==> src/dsc_pkg.sv <==
// Constants and types shared by the DMA source control block
package dsc_pkg;

  // Register byte offsets on the APB bus
  localparam logic [7:0] DSC_OFS_CH0_CTRL = 8'h00;
  localparam logic [7:0] DSC_OFS_CH1_CTRL = 8'h04;
  localparam logic [7:0] DSC_OFS_CH0_PTR = 8'h08;
  localparam logic [7:0] DSC_OFS_CH1_PTR = 8'h0c;
  localparam logic [7:0] DSC_OFS_CH0_COUNT = 8'h10;
  localparam logic [7:0] DSC_OFS_CH1_COUNT = 8'h14;
  localparam logic [7:0] DSC_OFS_STATUS = 8'h18;

  // Field positions inside the 16-bit control word
  localparam int DSC_POS_SIZE = 15;
  localparam int DSC_POS_DIR = 14;
  localparam int DSC_POS_STEP_EN = 13;
  localparam int DSC_POS_BLK_SIDE = 12;
  localparam int DSC_POS_BLK_EN = 11;
  localparam int DSC_POS_RSV_HI = 10;
  localparam int DSC_POS_RSV_LO = 8;
  localparam int DSC_POS_CTRL_LO = 8;

  // Reset values
  localparam logic [7:0] DSC_CTRL_RESET = 8'h00;
  localparam logic [31:0] DSC_PTR_RESET = 32'h0000_0000;
  localparam logic [15:0] DSC_COUNT_RESET = 16'h0000;

  // Pointer step amounts
  localparam logic [31:0] DSC_STEP_BYTE = 32'h0000_0001;
  localparam logic [31:0] DSC_STEP_WORD = 32'h0000_0002;

  localparam int DSC_NUM_CHAN = 2;
  localparam int DSC_BUF_DEPTH = 2;

  // Transfer mode seen by the transfer engine
  typedef enum logic [1:0] {
    DSC_MODE_NORMAL,
    DSC_MODE_BLOCK_DST,
    DSC_MODE_BLOCK_SRC
  } dsc_mode_t;

  // Control byte of one channel, bits 15..8 of the control word
  typedef struct packed {
    logic transfer_size_sel;
    logic src_step_direction;
    logic src_step_enable;
    logic block_side_select;
    logic block_mode_enable;
    logic [2:0] reserved;
  } dsc_ctrl_t;

  // Transfer descriptor passed to the transfer engine
  typedef struct packed {
    logic chan;
    logic [31:0] addr;
    logic wordSize;
    dsc_mode_t mode;
  } dsc_desc_t;

endpackage

==> src/dsc_stream_if.sv <==
// Valid/ready descriptor stream between the control logic and its buffer
`timescale 1ns/1ns
`default_nettype none
interface dsc_stream_if;
  import dsc_pkg::*;
  logic inValid;
  logic inReady;
  dsc_desc_t inData;
  logic outValid;
  logic outReady;
  dsc_desc_t outData;
  logic [1:0] level;

  modport producer (
    output inValid,
    output inData,
    input inReady,
    input outValid,
    input outData,
    output outReady,
    input level
  );

  modport buffer (
    input inValid,
    input inData,
    output inReady,
    output outValid,
    output outData,
    input outReady,
    output level
  );
endinterface
`default_nettype wire

==> src/dsc_skid_buffer.sv <==
// Two-entry descriptor buffer with valid/ready on both sides
`timescale 1ns/1ns
`default_nettype none
module dsc_skid_buffer
  import dsc_pkg::*;
(
  // Clock and reset
  input wire logic ref_clk,
  input wire logic srst,
  // Stream
  dsc_stream_if.buffer strm
);

  typedef struct packed {
    dsc_desc_t [DSC_BUF_DEPTH-1:0] entry;
    logic wrPtr;
    logic rdPtr;
    logic [1:0] count;
  } dsc_buf_state_t;

  dsc_buf_state_t state_reg;
  dsc_buf_state_t state_next;
  logic push;
  logic pop;

  assign strm.inReady = (state_reg.count != 2'(DSC_BUF_DEPTH));
  assign strm.outValid = (state_reg.count != 2'd0);
  assign strm.outData = state_reg.entry[state_reg.rdPtr];
  assign strm.level = state_reg.count;
  assign push = strm.inValid && strm.inReady;
  assign pop = strm.outValid && strm.outReady;

  always_comb begin
    state_next = state_reg;
    if (push) begin
      state_next.entry[state_reg.wrPtr] = strm.inData;
      state_next.wrPtr = ~state_reg.wrPtr;
    end
    if (pop) begin
      state_next.rdPtr = ~state_reg.rdPtr;
    end
    if (push && !pop) begin
      state_next.count = state_reg.count + 2'd1;
    end else if (pop && !push) begin
      state_next.count = state_reg.count - 2'd1;
    end
  end

  always_ff @(posedge ref_clk) begin
    if (srst) begin
      state_reg <= '0;
    end else begin
      state_reg <= state_next;
    end
  end

endmodule
`default_nettype wire

==> src/dsc_source_ctrl.sv <==
// Source-side transfer control for a two-channel DMA in full address mode
//
// Function
// - Size bit 15 selects byte transfers at 0, word transfers at 1.
// - Source update codes 00 and 10 keep the source pointer unchanged.
// - Source update code 01 increments the pointer after each completed transfer.
// - Pointer steps by 1 for byte transfers and 2 for word transfers.
// - Source update code 11 decrements the pointer after each completed transfer.
// - Block enable 0 gives normal mode; block side bit is ignored.
// - With block enable bit 11 set, bit 12 picks destination 0 or source 1.
//
// Decided for this implementation: the placing of the registers and the APB slave port.
`timescale 1ns/1ns
`default_nettype none
module dsc_source_ctrl
  import dsc_pkg::*;
(
  // Clock and reset
  input wire logic ref_clk,
  input wire logic srst,
  // APB slave
  input wire logic [7:0] paddr,
  input wire logic psel,
  input wire logic penable,
  input wire logic pwrite,
  input wire logic [31:0] pwdata,
  input wire logic [3:0] pstrb,
  output logic [31:0] prdata,
  output logic pready,
  output logic pslverr,
  // Transfer requests from the activation logic
  input wire logic reqValid,
  input wire logic reqChan,
  output logic reqReady,
  // Descriptors to the transfer engine
  output logic descValid,
  input wire logic descReady,
  output logic descChan,
  output logic [31:0] descAddr,
  output logic descWordSize,
  output logic [1:0] descMode,
  // Completion strobes from the transfer engine, one per channel
  input wire logic [DSC_NUM_CHAN-1:0] xferDone
);

  typedef enum logic [2:0] {
    DSC_REG_CTRL,
    DSC_REG_PTR,
    DSC_REG_COUNT,
    DSC_REG_STATUS,
    DSC_REG_NONE
  } dsc_reg_kind_t;

  typedef struct packed {
    dsc_ctrl_t [DSC_NUM_CHAN-1:0] ctrl;
    logic [DSC_NUM_CHAN-1:0][31:0] ptr;
    logic [DSC_NUM_CHAN-1:0][15:0] count;
    logic ack;
    logic err;
    logic [31:0] rdData;
  } dsc_state_t;

  dsc_state_t state_reg;
  dsc_state_t state_next;
  dsc_stream_if strm ();

  // Register kind for an address
  function automatic dsc_reg_kind_t regKind(input logic [7:0] addr);
    dsc_reg_kind_t kind;
    kind = DSC_REG_NONE;
    unique case (addr)
      DSC_OFS_CH0_CTRL, DSC_OFS_CH1_CTRL: kind = DSC_REG_CTRL;
      DSC_OFS_CH0_PTR, DSC_OFS_CH1_PTR: kind = DSC_REG_PTR;
      DSC_OFS_CH0_COUNT, DSC_OFS_CH1_COUNT: kind = DSC_REG_COUNT;
      DSC_OFS_STATUS: kind = DSC_REG_STATUS;
      default: kind = DSC_REG_NONE;
    endcase
    return kind;
  endfunction

  // Channel addressed by a per-channel register offset
  function automatic logic regChan(input logic [7:0] addr);
    return (addr == DSC_OFS_CH1_CTRL) || (addr == DSC_OFS_CH1_PTR)
      || (addr == DSC_OFS_CH1_COUNT);
  endfunction

  // Source pointer after one completed transfer
  function automatic logic [31:0] nextPtr(input logic [31:0] ptr, input dsc_ctrl_t ctrl);
    logic [31:0] step;
    logic [31:0] result;
    step = ctrl.transfer_size_sel ? DSC_STEP_WORD : DSC_STEP_BYTE;
    result = ptr;
    if (ctrl.src_step_enable) begin
      if (ctrl.src_step_direction) begin
        result = ptr - step;
      end else begin
        result = ptr + step;
      end
    end
    return result;
  endfunction

  // Transfer mode from a control byte
  function automatic dsc_mode_t modeOf(input dsc_ctrl_t ctrl);
    dsc_mode_t mode;
    if (!ctrl.block_mode_enable) begin
      mode = DSC_MODE_NORMAL;
    end else if (ctrl.block_side_select) begin
      mode = DSC_MODE_BLOCK_SRC;
    end else begin
      mode = DSC_MODE_BLOCK_DST;
    end
    return mode;
  endfunction

  // Merge byte lanes of a write into an old word
  function automatic logic [31:0] laneMerge(
    input logic [31:0] old,
    input logic [31:0] wdata,
    input logic [3:0] strb
  );
    logic [31:0] result;
    result = old;
    for (int b = 0; b < 4; b++) begin
      if (strb[b]) begin
        result[b*8 +: 8] = wdata[b*8 +: 8];
      end
    end
    return result;
  endfunction

  logic access;
  logic wrTake;
  dsc_reg_kind_t accKind;
  logic accChan;
  logic [31:0] readWord;

  assign access = psel && penable;
  assign wrTake = access && state_reg.ack && pwrite && !state_reg.err;
  assign accKind = regKind(paddr);
  assign accChan = regChan(paddr);

  // Read multiplexer
  always_comb begin
    readWord = 32'h0000_0000;
    unique case (accKind)
      DSC_REG_CTRL: begin
        readWord[DSC_POS_SIZE:DSC_POS_CTRL_LO] = state_reg.ctrl[accChan];
      end
      DSC_REG_PTR: begin
        readWord = state_reg.ptr[accChan];
      end
      DSC_REG_COUNT: begin
        readWord[15:0] = state_reg.count[accChan];
      end
      DSC_REG_STATUS: begin
        readWord[1:0] = strm.level;
      end
      default: begin
        readWord = 32'h0000_0000;
      end
    endcase
  end

  // Descriptor formed from the requesting channel's own settings
  assign strm.inValid = reqValid;
  assign strm.inData.chan = reqChan;
  assign strm.inData.addr = state_reg.ptr[reqChan];
  assign strm.inData.wordSize = state_reg.ctrl[reqChan].transfer_size_sel;
  assign strm.inData.mode = modeOf(state_reg.ctrl[reqChan]);
  assign reqReady = strm.inReady;

  dsc_skid_buffer u_buffer (
    .ref_clk(ref_clk),
    .srst(srst),
    .strm(strm)
  );

  assign strm.outReady = descReady;
  assign descValid = strm.outValid;
  assign descChan = strm.outData.chan;
  assign descAddr = strm.outData.addr;
  assign descWordSize = strm.outData.wordSize;
  assign descMode = strm.outData.mode;

  // Answer in the second access cycle
  assign pready = state_reg.ack;
  assign pslverr = state_reg.ack && state_reg.err;
  assign prdata = state_reg.rdData;

  always_comb begin
    state_next = state_reg;
    state_next.ack = access && !state_reg.ack;
    state_next.err = 1'b0;
    if (access && !state_reg.ack) begin
      state_next.err = (accKind == DSC_REG_NONE)
        || (pwrite && (accKind == DSC_REG_STATUS));
      state_next.rdData = pwrite ? 32'h0000_0000 : readWord;
    end
    // Per-channel pointer stepping and completion counting
    for (int c = 0; c < DSC_NUM_CHAN; c++) begin
      if (xferDone[c]) begin
        state_next.ptr[c] = nextPtr(state_reg.ptr[c], state_reg.ctrl[c]);
        state_next.count[c] = state_reg.count[c] + 16'h0001;
      end
    end
    // Software write wins over a same-cycle step
    if (wrTake) begin
      unique case (accKind)
        DSC_REG_CTRL: begin
          if (pstrb[1]) begin
            state_next.ctrl[accChan] = pwdata[DSC_POS_SIZE:DSC_POS_CTRL_LO];
          end
        end
        DSC_REG_PTR: begin
          state_next.ptr[accChan] = laneMerge(state_reg.ptr[accChan], pwdata, pstrb);
        end
        DSC_REG_COUNT: begin
          state_next.count[accChan] = DSC_COUNT_RESET;
        end
        default: begin
          state_next.ack = state_next.ack;
        end
      endcase
    end
  end

  always_ff @(posedge ref_clk) begin
    if (srst) begin
      for (int c = 0; c < DSC_NUM_CHAN; c++) begin
        state_reg.ctrl[c] <= DSC_CTRL_RESET;
        state_reg.ptr[c] <= DSC_PTR_RESET;
        state_reg.count[c] <= DSC_COUNT_RESET;
      end
      state_reg.ack <= 1'b0;
      state_reg.err <= 1'b0;
      state_reg.rdData <= 32'h0000_0000;
    end else begin
      state_reg <= state_next;
    end
  end

endmodule
`default_nettype wire

==> config.mk <==
export PLATFORM = sky130hd
export DESIGN_NAME = dsc_source_ctrl
export DESIGN_NICKNAME = d
export VERILOG_FILES = /design/src/dsc_pkg.sv /design/src/dsc_stream_if.sv /design/src/dsc_skid_buffer.sv /design/src/dsc_source_ctrl.sv
export SDC_FILE = /design/constraint.sdc
export NUM_CORES = 1
export LEC_CHECK = 0
export ABC_AREA = 1
export BUFFER_PORTS_ARGS = -buffer_cell sky130_fd_sc_hd__buf_2
export CAP_MARGIN = 15
export CORE_MARGIN = 5
export CORE_UTILIZATION = 35
export CTS_BUF_LIST = sky130_fd_sc_hd__clkbuf_8
export DETAILED_ROUTE_END_ITERATION = 12
export GPL_ROUTABILITY_DRIVEN = 0
export SLEW_MARGIN = 20
export SYNTH_ARGS = -nofsm -noshare
export SYNTH_HDL_FRONTEND = slang
export SYNTH_SLANG_ARGS = --single-unit
==> constraint.sdc <==
create_clock -name ref_clk -period 3.09 [get_ports ref_clk]
set_input_delay 0.618 -clock ref_clk [delete_from_list [all_inputs] [get_ports ref_clk]]
set_output_delay 0.618 -clock ref_clk [all_outputs]
set_load 0.01 [all_outputs]
# Word-level counts from Yosys, hierarchy flattened
# Index checks and enable logic that the tools add are counted.
# word_totals
latchBits,0
output_inout_bits,72
mem_bits_rw,0
input_bits,54
rom_bits,0
regBits,222
n_memories,0
# classes
mux,58
reduce_logical,29
n_bitwise,5
eq_ne,11
addsub,8
n_mul,0
n_div,0
n_lt_le_gt_ge,6
n_shift,0
# op_table
operator,n
$mux 32,13
$mux 8,17
$mux 36,3
$mux 97,1
$mux 16,6
$bwmux 72,1
$add 32x2->32,2
$bwmux 64,1
$mux 64,1
$sub 32x2->32,2
$demux 36 s1,1
$add 16x1->16 const B,2
$and 32x32->32,1
$demux 32 s1,1
$not 32->32,1
$eq 8x5->1 const B,3
$pmux 8 s3,1
$bwmux 16,1
$demux 16 s1,1
$eq 8x4->1 const B,2
$logic_and 1x1->1,13
$mux 2,6
$pmux 3 s4,1
$pmux 6 s2,1
other kinds (19),35

# Logic depth before layout (Yosys ltp)
# Gate-level depths: netlist (run 1).
# logic_depth
word_depth,11
depth_mapped,16
depth_no_buf,16

# Hierarchy
# A second synthesis (run 1) with hierarchy kept.
# unflattened
cells_unflattened,2793
area_unflattened_um2,16191.8
# modules_own_cells
module,cells_each,seq_area_each_um2,n_inst,area_per_inst_um2
dsc_source_ctrl,2223,2922.8,1,12615.8
dsc_skid_buffer,570,1521.5,1,3575.9

# Worst setup path before layout (run 1)
# No wires, ideal clock.
# synth_timing
path_kind,register to register
from,register state_reg[144] (netlist name)
to,register state_reg[109] (netlist name)
n_path_buf,0
arrival_time_ns,2.274
t_required_ns,2.977
path_slack_ns,0.703
path_stages_with_launch,13
cell_sequence,dfxtp_1 -> inv_1 -> nor2_1 -> ha_1 -> nand3_1 -> nand2_1 -> nand3_1 -> nand3b_1 -> or2_2 -> nand3_1 -> nand2_1 -> nand2_1 -> nor2_1
# synth_via
elab_chain_cells,6
# synth_rtl
item,line_no,rtl
"start, declared",dsc_source_ctrl.sv:63,dsc_state_t state_reg;
"start signal, assigned",dsc_source_ctrl.sv:239,state_reg <= state_next;
$mux 32 *,dsc_source_ctrl.sv:94,if (ctrl.src_step_direction) begin
$mux 32 *,dsc_source_ctrl.sv:93,if (ctrl.src_step_enable) begin
$mux 32 *,dsc_source_ctrl.sv:202,if (xferDone[c]) begin
$bwmux 64,dsc_source_ctrl.sv:216,"state_next.ptr[accChan] = laneMerge(state_reg.ptr[accChan], pwdata, pstrb);"
$mux 64,dsc_source_ctrl.sv:209,unique case (accKind)
$mux 97 *,dsc_source_ctrl.sv:208,if (wrTake) begin
# Every way passes the cells marked *; elsewhere a longest branch is shown, timed or not.
# A chain may end at the register's enable or synchronous reset.

# Worst setup path in the final report (run 1)
# layout_timing
from,register state_reg[137] (netlist name)
to,register state_reg[78] (netlist name)
# layout_via
elab_chain_cells,8
word_cells_on_any_way,9
# layout_rtl
item,line_no,rtl
$mux 2 *,dsc_source_ctrl.sv:91,step = ctrl.transfer_size_sel ? DSC_STEP_WORD : DSC_STEP_BYTE;
$add 32x2->32 / $sub 32x2->32 (equally long branches),"dsc_source_ctrl.sv:97, dsc_source_ctrl.sv:95",
$mux 32 *,dsc_source_ctrl.sv:94,
$mux 32 *,dsc_source_ctrl.sv:93,
$mux 32 *,dsc_source_ctrl.sv:202,
$bwmux 64,dsc_source_ctrl.sv:216,
$mux 64,dsc_source_ctrl.sv:209,
$mux 97 *,dsc_source_ctrl.sv:208,
# Marks and branches as above.

==> metrics.txt, run 1 <==
# TYPE chip_impl_metric gauge
chip_impl_metric{name="power",unit="mW"} 6.69
chip_impl_metric{name="share_of_the_clock_period_used_by_the_worst_path",unit=""} 0.798
chip_impl_metric{name="ys_seq_elements",unit=""} 222
chip_impl_info{name="criticalPathCategory",value="flop to flop"} 1
chip_impl_metric{name="grt_pass1_wl",unit="mm"} 83.4
chip_impl_metric{name="detailroute.wirelength.met3",unit="mm"} 3.94
chip_impl_metric{name="viasPerCell",unit=""} 5.05
chip_impl_metric{name="fin_worst_skew",unit="ns"} 0.0227
chip_impl_metric{name="placement.io_buffers",unit=""} 125
chip_impl_metric{name="syn_nets",unit=""} 2782
chip_impl_metric{name="cts-hold-fix-buffers",unit=""} 0
chip_impl_info{name="synth_flop_cell",value="sky130_fd_sc_hd__dfxtp_1"} 1
chip_impl_metric{name="worst_rel_slew_slack",unit=""} 0.437
chip_impl_metric{name="placement_rows",unit=""} 77
chip_impl_metric{name="nFillCells",unit=""} 4810
chip_impl_metric{name="worst-path-max-fanout",unit=""} 5
chip_impl_info{name="endpoint_kind",value="flop"} 1
chip_impl_metric{name="synthArstFlopShare",unit=""} 0
chip_impl_metric{name="post_synth_inst_count",unit=""} 2661
chip_impl_metric{name="drive_gt1_frac",unit=""} 0.0845
chip_impl_metric{name="achievable-frequency",unit="MHz"} 406
chip_impl_info{name="synthTopCellsByArea",value="sky130_fd_sc_hd__dfxtp_1 28%, sky130_fd_sc_hd__nand2_1 21%, sky130_fd_sc_hd__inv_1 9.1%"} 1
chip_impl_metric{name="globalRouteOverflowTotal",unit=""} 0
chip_impl_metric{name="postCtsSetupBuffers",unit=""} 0
chip_impl_metric{name="final_max_slew_viol_count",unit=""} 0
chip_impl_metric{name="synth_warnings",unit=""} 0
chip_impl_metric{name="boundaryPins",unit=""} 126
chip_impl_metric{name="post-route-cell-area",unit="um^2"} 17500
chip_impl_metric{name="routedWlPerCell",unit="um"} 16.0
chip_impl_metric{name="hold_violations",unit=""} 0
chip_impl_metric{name="drtAntennaViolNets",unit=""} 0
chip_impl_metric{name="period_minus_slack",unit="ns"} 2.47
chip_impl_metric{name="area.growth.synth_to_final",unit="%"} 10.8
chip_impl_metric{name="worst_slew_pin_slew",unit="ns"} 0.844
chip_impl_info{name="crit_path_start_kind",value="flop"} 1
chip_impl_metric{name="height_of_the_die",unit="um"} 222
chip_impl_metric{name="syn-mean-instance-area",unit="um^2"} 5.92
chip_impl_metric{name="firstDrtPassIters",unit=""} 5
chip_impl_metric{name="clkLatencyLatePin",unit="ns"} 0.56
chip_impl_info{name="cts_tree",value="yes"} 1
chip_impl_metric{name="grt_antenna_before_repair",unit=""} 5
chip_impl_info{name="run_status",value="complete, no violations"} 1
chip_impl_metric{name="clock_sink_count",unit=""} 222
chip_impl_metric{name="numCtsBuffers",unit=""} 39
chip_impl_metric{name="wl",unit="mm"} 53.3
chip_impl_metric{name="post_dp_hpwl",unit="mm"} 41.0
chip_impl_metric{name="power_density",unit="nW/um^2"} 383
chip_impl_metric{name="synth_edf_count",unit=""} 0
chip_impl_metric{name="final.setup.tns",unit="ns"} 0
chip_impl_info{name="commonest_cells_after_routing_fill_and_taps_aside",value="881 x sky130_fd_sc_hd__nand2_1, 394 x sky130_fd_sc_hd__inv_1, 226 x sky130_fd_sc_hd__a21oi_1"} 1
chip_impl_metric{name="timing.critical_path.required",unit="ns"} 3.54
chip_impl_metric{name="largest_net_degree_at_the_start_of_global_routing",unit=""} 74
chip_impl_metric{name="count_of_endpoints_failing_setup_in_the_final_report",unit=""} 0
chip_impl_metric{name="drt-initial-drc-count",unit=""} 1489
chip_impl_metric{name="coreArea",unit="um^2"} 44400
chip_impl_info{name="topRoutingLayerUsed",value="met4"} 1
chip_impl_info{name="rsz0062_at_grt",value="no"} 1
chip_impl_info{name="worstHoldPathType",value="input port to flop"} 1
chip_impl_metric{name="post_cts.resized_instances",unit=""} 0
chip_impl_metric{name="die_area",unit="um^2"} 49400
chip_impl_info{name="synth.largest_area_cell",value="sky130_fd_sc_hd__dfxtp_1"} 1
chip_impl_metric{name="initial_core_util",unit=""} 0.355
chip_impl_metric{name="detail_route.drc_violations",unit=""} 0
chip_impl_info{name="most_common_cell_after_layout_fill_and_taps_aside",value="sky130_fd_sc_hd__nand2_1"} 1
chip_impl_metric{name="gr-usage-all-layers",unit=""} 0.205
chip_impl_metric{name="synth_top_cell_area_share",unit=""} 0.282
chip_impl_metric{name="seqCellArea",unit="um^2"} 4450
chip_impl_metric{name="max-cap-violations",unit=""} 0
chip_impl_metric{name="worst_ep_arrival_time",unit="ns"} 2.92
chip_impl_metric{name="dpl_cell_area",unit="um^2"} 16700
chip_impl_metric{name="ctsHtreeMaxLevel",unit=""} 2
chip_impl_metric{name="vias",unit=""} 16900
chip_impl_metric{name="final_nets",unit=""} 2843
chip_impl_metric{name="yosysSeqAreaShare",unit=""} 0.282
chip_impl_metric{name="clock_pin_slew_on_the_worst_setup_and_hold_paths",unit="ns"} 0.07
chip_impl_metric{name="netlist-cell-type-count",unit=""} 47
chip_impl_info{name="root_buffer",value="sky130_fd_sc_hd__clkbuf_8"} 1
chip_impl_metric{name="met2_length",unit="mm"} 23.5
chip_impl_metric{name="power.leakage",unit="nW"} 8.65
chip_impl_metric{name="cts_max_path_buffers",unit=""} 3
chip_impl_metric{name="synth.cell_area",unit="um^2"} 15800
chip_impl_metric{name="number_of_flip_flops_in_the_largest_register",unit=""} 113
chip_impl_metric{name="worst_hold_slack",unit="ns"} 0.353
chip_impl_metric{name="met1Wirelength",unit="mm"} 24.8
chip_impl_metric{name="vdd_ir_drop_max",unit="uV"} 411
chip_impl_metric{name="multi_input_comb_area",unit="um^2"} 9180
chip_impl_metric{name="dieWidth",unit="um"} 222
chip_impl_metric{name="vias_in_the_first_global_route",unit=""} 15400
## stage by stage
step | cells | util | setup WS, ns
CTS | 3336 | 0.393 | 0.638
detailed placement | 3273 | 0.376 | 0.310
floorplan | 2661 | - | 0.703
global route | 3338 | 0.393 | 0.404
global placement | 3273 | 0.376 | 0.410
finish | 3342 | 0.393 | 0.624
## where the power goes
group	switching (mW)	total, mW	internal (mW)
Combinational	0.658	0.940	0.282
Sequential	0.0473	3.04	2.99
Clock	1.24	2.72	1.47
Total	1.95	6.69	4.75
## worst max-delay path, stage by stage, from the launching register on
cell and delay, ns:
sky130_fd_sc_hd__dfxtp_1 0.32, sky130_fd_sc_hd__inv_1 0.14, sky130_fd_sc_hd__ha_1 0.17, sky130_fd_sc_hd__inv_1 0.08, sky130_fd_sc_hd__fa_1 0.47, sky130_fd_sc_hd__nand3_1 0.12
sky130_fd_sc_hd__nand3_1 0.17, sky130_fd_sc_hd__nand3_1 0.13, sky130_fd_sc_hd__nand3_1 0.18, sky130_fd_sc_hd__or2_2 0.32, sky130_fd_sc_hd__nand3_1 0.07, sky130_fd_sc_hd__nand3_1 0.07
sky130_fd_sc_hd__nand2_1 0.08, sky130_fd_sc_hd__nor2_1 0.04
## worst paths after layout
path                               start                endpoint  slack, ns  cells after the start
setup reg to reg          state_reg[137]           state_reg[78]       0.62                     13
hold reg to reg   u_buffer.state_reg[39]  u_buffer.state_reg[39]       0.44                      2
hold / removal                 descReady   u_buffer.state_reg[2]       0.35                      3
setup / recovery          state_reg[137]           state_reg[78]       0.62                     13
## layout make-up
cell class / instances / share of cell area
Antenna cell: 6 / 0.000860
Clock buffer: 48 / 0.0378
Clock inverter: 15 / 0.00530
Inverter: 392 / 0.0843
Multi-Input combinational cell: 1916 / 0.526
Sequential cell: 222 / 0.255
Tap cell: 592 / 0.0424
Timing Repair Buffer: 151 / 0.0491
## cells in the mapped netlist, types with 2 or more instances
master,number
sky130_fd_sc_hd__nand2_1,882
sky130_fd_sc_hd__inv_1,384
sky130_fd_sc_hd__a21oi_1,226
sky130_fd_sc_hd__dfxtp_1,222
sky130_fd_sc_hd__o21ai_0,208
sky130_fd_sc_hd__nor2_1,199
sky130_fd_sc_hd__nand3_1,134
sky130_fd_sc_hd__clkbuf_1,68
sky130_fd_sc_hd__ha_1,65
sky130_fd_sc_hd__buf_4,38
sky130_fd_sc_hd__o211ai_1,29
sky130_fd_sc_hd__xor2_1,25
sky130_fd_sc_hd__nor3_1,24
sky130_fd_sc_hd__buf_2,19
sky130_fd_sc_hd__a31oi_1,18
sky130_fd_sc_hd__o21ai_1,17
sky130_fd_sc_hd__nand3b_1,14
sky130_fd_sc_hd__nand4_1,11
sky130_fd_sc_hd__xnor2_1,11
sky130_fd_sc_hd__or2_2,9
sky130_fd_sc_hd__or2_0,8
sky130_fd_sc_hd__o21bai_1,7
sky130_fd_sc_hd__inv_2,5
sky130_fd_sc_hd__buf_1,4
sky130_fd_sc_hd__clkinv_1,3
sky130_fd_sc_hd__mux2i_1,3
sky130_fd_sc_hd__a21o_1,2
sky130_fd_sc_hd__a22oi_1,2
sky130_fd_sc_hd__and2_1,2
sky130_fd_sc_hd__fa_1,2
sky130_fd_sc_hd__nand2_4,2
sky130_fd_sc_hd__nor2_4,2
sky130_fd_sc_hd__nor4_1,2
## kinds of logic after synthesis
family / count (synthesis) / synth area share
flops: 222 / 0.282
fa+ha+maj: 67 / 0.0542
compound gates: 515 / 0.173
simple gates: 1295 / 0.334
xor+xnor: 36 / 0.0200
mux: 3 / 0.00191
buf+inv: 523 / 0.136
## routing by layer
layer,up-vias,track usage
met5,-,0
met2,595,0.327
met3,74,0.0277
met1,7715,0.294
li1,8505,-
met4,0,0.0481
No activity file was read; power rests on OpenSTA's default activity.
==> run 2: changes to the inputs <==
ABC_AREA = 0   (was 1)
clock period = 2.06 ns   (was 3.09 ns; I/O delays follow)
==> run 2 against run 1 <==
Against the previous run:
- the flow now finishes with violations (setup timing)
- critical path type unchanged
- area after synthesis shrank 12%
- routed wire length is 6.7% lower
- register-to-register slack worse by 1.4 ns
- count of clock-buffer cells in the layout decreased by 3
- first-iteration DRC count fell by 40%
- synthesized cell count decreased by 36%
- via count shrank 16%
- critical path depth increased by 1
- largest cell class unchanged
- clock power rose by 56%
- fmax is 13% lower
==> metrics.txt, run 2 <==
# TYPE chip_impl_metric gauge
chip_impl_metric{name="power.leakage",unit="nW"} 8.89
chip_impl_metric{name="worst_rel_slew_slack",unit=""} 0.459
chip_impl_info{name="commonest_cells_after_routing_fill_and_taps_aside",value="348 x sky130_fd_sc_hd__buf_4, 264 x sky130_fd_sc_hd__nor2_1, 216 x sky130_fd_sc_hd__dfxtp_1"} 1
chip_impl_metric{name="timing.critical_path.required",unit="ns"} 2.55
chip_impl_metric{name="layout_setup_ws",unit="ns"} -0.771
chip_impl_info{name="endpoint_kind",value="flop"} 1
chip_impl_metric{name="firstDrtPassIters",unit=""} 5
chip_impl_metric{name="synth_warnings",unit=""} 0
chip_impl_metric{name="routedWlPerCell",unit="um"} 18.6
chip_impl_metric{name="grt_antenna_before_repair",unit=""} 0
chip_impl_info{name="synthTopCellsByArea",value="sky130_fd_sc_hd__dfxtp_1 32%, sky130_fd_sc_hd__mux2i_1 8.6%, sky130_fd_sc_hd__nor2_1 7.5%"} 1
chip_impl_metric{name="ff2ff_path_depth",unit=""} 14
chip_impl_metric{name="finalNonFillerCells",unit=""} 2674
chip_impl_metric{name="insertedDiodeCount",unit=""} 0
chip_impl_metric{name="placement_rows",unit=""} 72
chip_impl_metric{name="count_of_endpoints_failing_setup_in_the_final_report",unit=""} 52
chip_impl_info{name="worstHoldPathType",value="input port to flop"} 1
chip_impl_metric{name="final_max_slew_viol_count",unit=""} 0
chip_impl_metric{name="initial_core_util",unit=""} 0.356
chip_impl_info{name="violations",value="setup timing"} 1
chip_impl_metric{name="clock_pin_slew_on_the_worst_setup_and_hold_paths",unit="ns"} 0.07
chip_impl_metric{name="power_density",unit="nW/um^2"} 578
chip_impl_metric{name="globalRouteOverflowTotal",unit=""} 0
chip_impl_info{name="synthMostInstantiatedCell",value="sky130_fd_sc_hd__nor2_1"} 1
chip_impl_metric{name="area.growth.synth_to_final",unit="%"} 45.4
chip_impl_info{name="crit_path_start_kind",value="flop"} 1
chip_impl_metric{name="cts_max_path_buffers",unit=""} 3
chip_impl_metric{name="numCtsBuffers",unit=""} 38
chip_impl_metric{name="largest_net_degree_at_the_start_of_global_routing",unit=""} 76
chip_impl_info{name="criticalPathCategory",value="flop to flop"} 1
chip_impl_metric{name="dpl_cell_area",unit="um^2"} 17600
chip_impl_metric{name="yosysSeqAreaShare",unit=""} 0.321
chip_impl_metric{name="boundaryPins",unit=""} 126
chip_impl_metric{name="post_synth_inst_count",unit=""} 1707
chip_impl_info{name="crit_chain",value="buf_12 -> buf_8 -> buf_12 -> ha_4 -> a21oi_1 -> o21a_1 -> a21oi_2 -> nor2b_2 -> a211o_1 -> a21boi_4 -> nand4_1 -> a32oi_1 -> o211ai_1 -> a21oi_1"} 1
chip_impl_metric{name="timing.critical_path.depth",unit=""} 14
chip_impl_metric{name="final_core_util",unit=""} 0.517
chip_impl_info{name="root_buffer",value="sky130_fd_sc_hd__clkbuf_8"} 1
chip_impl_metric{name="clock_sink_count",unit=""} 222
chip_impl_metric{name="timing.hold.worst_path_depth",unit=""} 3
chip_impl_metric{name="grt_pass1_wl",unit="mm"} 76.0
chip_impl_metric{name="worst_slew_pin_slew",unit="ns"} 0.809
chip_impl_metric{name="vias_in_the_first_global_route",unit=""} 14300
chip_impl_metric{name="netlist-cell-type-count",unit=""} 72
chip_impl_metric{name="coreArea",unit="um^2"} 38900
chip_impl_metric{name="synth_top_cell_area_share",unit=""} 0.321
chip_impl_info{name="critical_path.top_delay_family",value="compound AO/OA/AOI/OAI gates"} 1
chip_impl_metric{name="synth_edf_count",unit=""} 0
chip_impl_metric{name="period_minus_slack",unit="ns"} 2.83
chip_impl_metric{name="drtAntennaViolNets",unit=""} 0
chip_impl_info{name="slowest_stage",value="sky130_fd_sc_hd__dfxtp_4"} 1
chip_impl_info{name="run_status",value="complete, but fails checks"} 1
chip_impl_info{name="most_common_cell_after_layout_fill_and_taps_aside",value="sky130_fd_sc_hd__buf_4"} 1
chip_impl_metric{name="viasPerCell",unit=""} 5.32
chip_impl_info{name="synth.largest_area_cell",value="sky130_fd_sc_hd__dfxtp_1"} 1
chip_impl_metric{name="drt-initial-drc-count",unit=""} 891
chip_impl_metric{name="detail_route.drc_violations",unit=""} 0
chip_impl_info{name="cts_tree",value="yes"} 1
chip_impl_info{name="rsz0062_at_grt",value="yes"} 1
chip_impl_metric{name="power",unit="mW"} 11.6
chip_impl_metric{name="vdd_ir_drop_max",unit="uV"} 475
chip_impl_metric{name="synth.cell_area",unit="um^2"} 13800
chip_impl_metric{name="cts-hold-fix-buffers",unit=""} 0
chip_impl_metric{name="gr-usage-all-layers",unit=""} 0.214
chip_impl_metric{name="vias",unit=""} 14200
chip_impl_metric{name="post_dp_hpwl",unit="mm"} 36.7
chip_impl_metric{name="die_area",unit="um^2"} 43600
chip_impl_metric{name="clkLatencyLatePin",unit="ns"} 0.56
chip_impl_metric{name="ys_seq_elements",unit=""} 222
chip_impl_metric{name="final_nets",unit=""} 2255
chip_impl_info{name="synth_flop_cell",value="sky130_fd_sc_hd__dfxtp_1"} 1
chip_impl_info{name="synth_common_cells",value="278 x sky130_fd_sc_hd__nor2_1, 222 x sky130_fd_sc_hd__dfxtp_1, 135 x sky130_fd_sc_hd__a21oi_1"} 1
chip_impl_metric{name="share_of_the_clock_period_used_by_the_worst_path",unit=""} 1.37
chip_impl_metric{name="hold_violations",unit=""} 0
chip_impl_metric{name="cpPeakStageDelay",unit="ns"} 0.38
chip_impl_metric{name="numPlacedInstances",unit=""} 2568
chip_impl_metric{name="worstPathBufferInverterCount",unit=""} 3
chip_impl_metric{name="number_of_flip_flops_in_the_largest_register",unit=""} 113
chip_impl_metric{name="syn_nets",unit=""} 1828
chip_impl_metric{name="worst_hold_slack",unit="ns"} 0.213
chip_impl_metric{name="drive_gt1_frac",unit=""} 0.378
chip_impl_metric{name="dieWidth",unit="um"} 209
chip_impl_metric{name="max-cap-violations",unit=""} 0
chip_impl_metric{name="worst_ep_arrival_time",unit="ns"} 3.32
chip_impl_metric{name="height_of_the_die",unit="um"} 209
chip_impl_metric{name="fin_worst_skew",unit="ns"} 0.0328
chip_impl_metric{name="syn-mean-instance-area",unit="um^2"} 8.11
chip_impl_metric{name="worst-path-max-fanout",unit=""} 8
chip_impl_metric{name="placement.io_buffers",unit=""} 125
chip_impl_metric{name="post-route-cell-area",unit="um^2"} 20100
chip_impl_metric{name="wl",unit="mm"} 49.7
chip_impl_metric{name="ctsHtreeMaxLevel",unit=""} 2
chip_impl_metric{name="achievable-frequency",unit="MHz"} 353
chip_impl_metric{name="synthArstFlopShare",unit=""} 0
## run 2: changes by cell type after synthesis, moves of 21 or more
cell,change
sky130_fd_sc_hd__xor2_1,+27
sky130_fd_sc_hd__a21oi_1,-91
sky130_fd_sc_hd__inv_1,-331
sky130_fd_sc_hd__o21ai_0,-150
sky130_fd_sc_hd__nand2_1,-755
sky130_fd_sc_hd__a311oi_1,+21
sky130_fd_sc_hd__xnor2_1,+25
sky130_fd_sc_hd__mux2_2,+42
sky130_fd_sc_hd__a211oi_1,+86
sky130_fd_sc_hd__o211ai_1,-25
sky130_fd_sc_hd__nand3_1,-110
sky130_fd_sc_hd__nor2_1,+79
sky130_fd_sc_hd__mux2i_1,+116
## run 2: cells by family (layout without fill, tap and decap cells)
kind of cell    after synthesis  in the layout  synth area share
simple gates                552            552             0.175
compound gates              427            427             0.204
flops                       222            222             0.321
buf+inv                     188            637            0.0604
mux                         163            163             0.123
xor+xnor                     88             88            0.0557
fa+ha+maj                    67             67            0.0616
## run 2: through the flow
step / setup WS [ns] / setup TNS (ns)
2_1_floorplan: -0.740 / -16.27
3_3_place_gp: -0.795 / -31.99
3_5_place_dp: -0.874 / -34.54
4_1_cts: -0.776 / -23.58
5_1_grt: -0.899 / -31.38
6_report: -0.771 / -23.79
## run 2: what timing repair did
item,4_1_cts,5_1_grt
cloned,3,2
pin swaps,67,77
setup buffers,22,23
gates resized for setup,96,166
endpoints found under the setup margin,84,87
## run 2: power breakdown
group / internal (mW) / total [mW] / switching, mW / leakage, nW
Clock: 2.36 / 4.25 / 1.90 / 0.435
Sequential: 4.60 / 4.81 / 0.211 / 1.80
Combinational: 1.36 / 2.57 / 1.22 / 6.66
Total: 8.31 / 11.6 / 3.32 / 8.89
## run 2: worst register-to-register path: cells and delay by family, from the launching register on
family / cells / cell delay (ns)
adder cells (fa/ha/maj): 1 / 0.29
AND/OR/NAND/NOR: 2 / 0.19
AO/OA/AOI/OAI: 8 / 1.45
buffers and inverters: 3 / 0.45
flip-flops: 1 / 0.38
## run 2: final timing paths
path / startpoint / endpoint / slack [ns]
worst max-delay path: state_reg[144] / state_reg[127] / -0.77
worst min-delay path: pwdata[15] / state_reg[145] / 0.21
worst max register to register: state_reg[144] / state_reg[127] / -0.77
worst min register to register: prdata[21] / prdata[21] / 0.45
## run 2: layout make-up
| cell class | instances | area, um^2 |
|---|---|---|
| timing repair buffer | 521 | 4240 |
| sequential | 222 | 4460 |
| clock buffer | 45 | 619 |
| multi-input combinational | 1297 | 9800 |
| fill | 3556 | 18800 |
| inverter | 54 | 205 |
| tap | 518 | 648 |
| clock inverter | 17 | 156 |
## run 2: per-layer routing
layer  track usage  part of all wire  up-vias
met4        0.0770             0.040        0
met1         0.274              0.44     6804
met5             0                 0        -
li1              -                 -     6905
met3        0.0321             0.045      109
met2         0.367              0.48      401
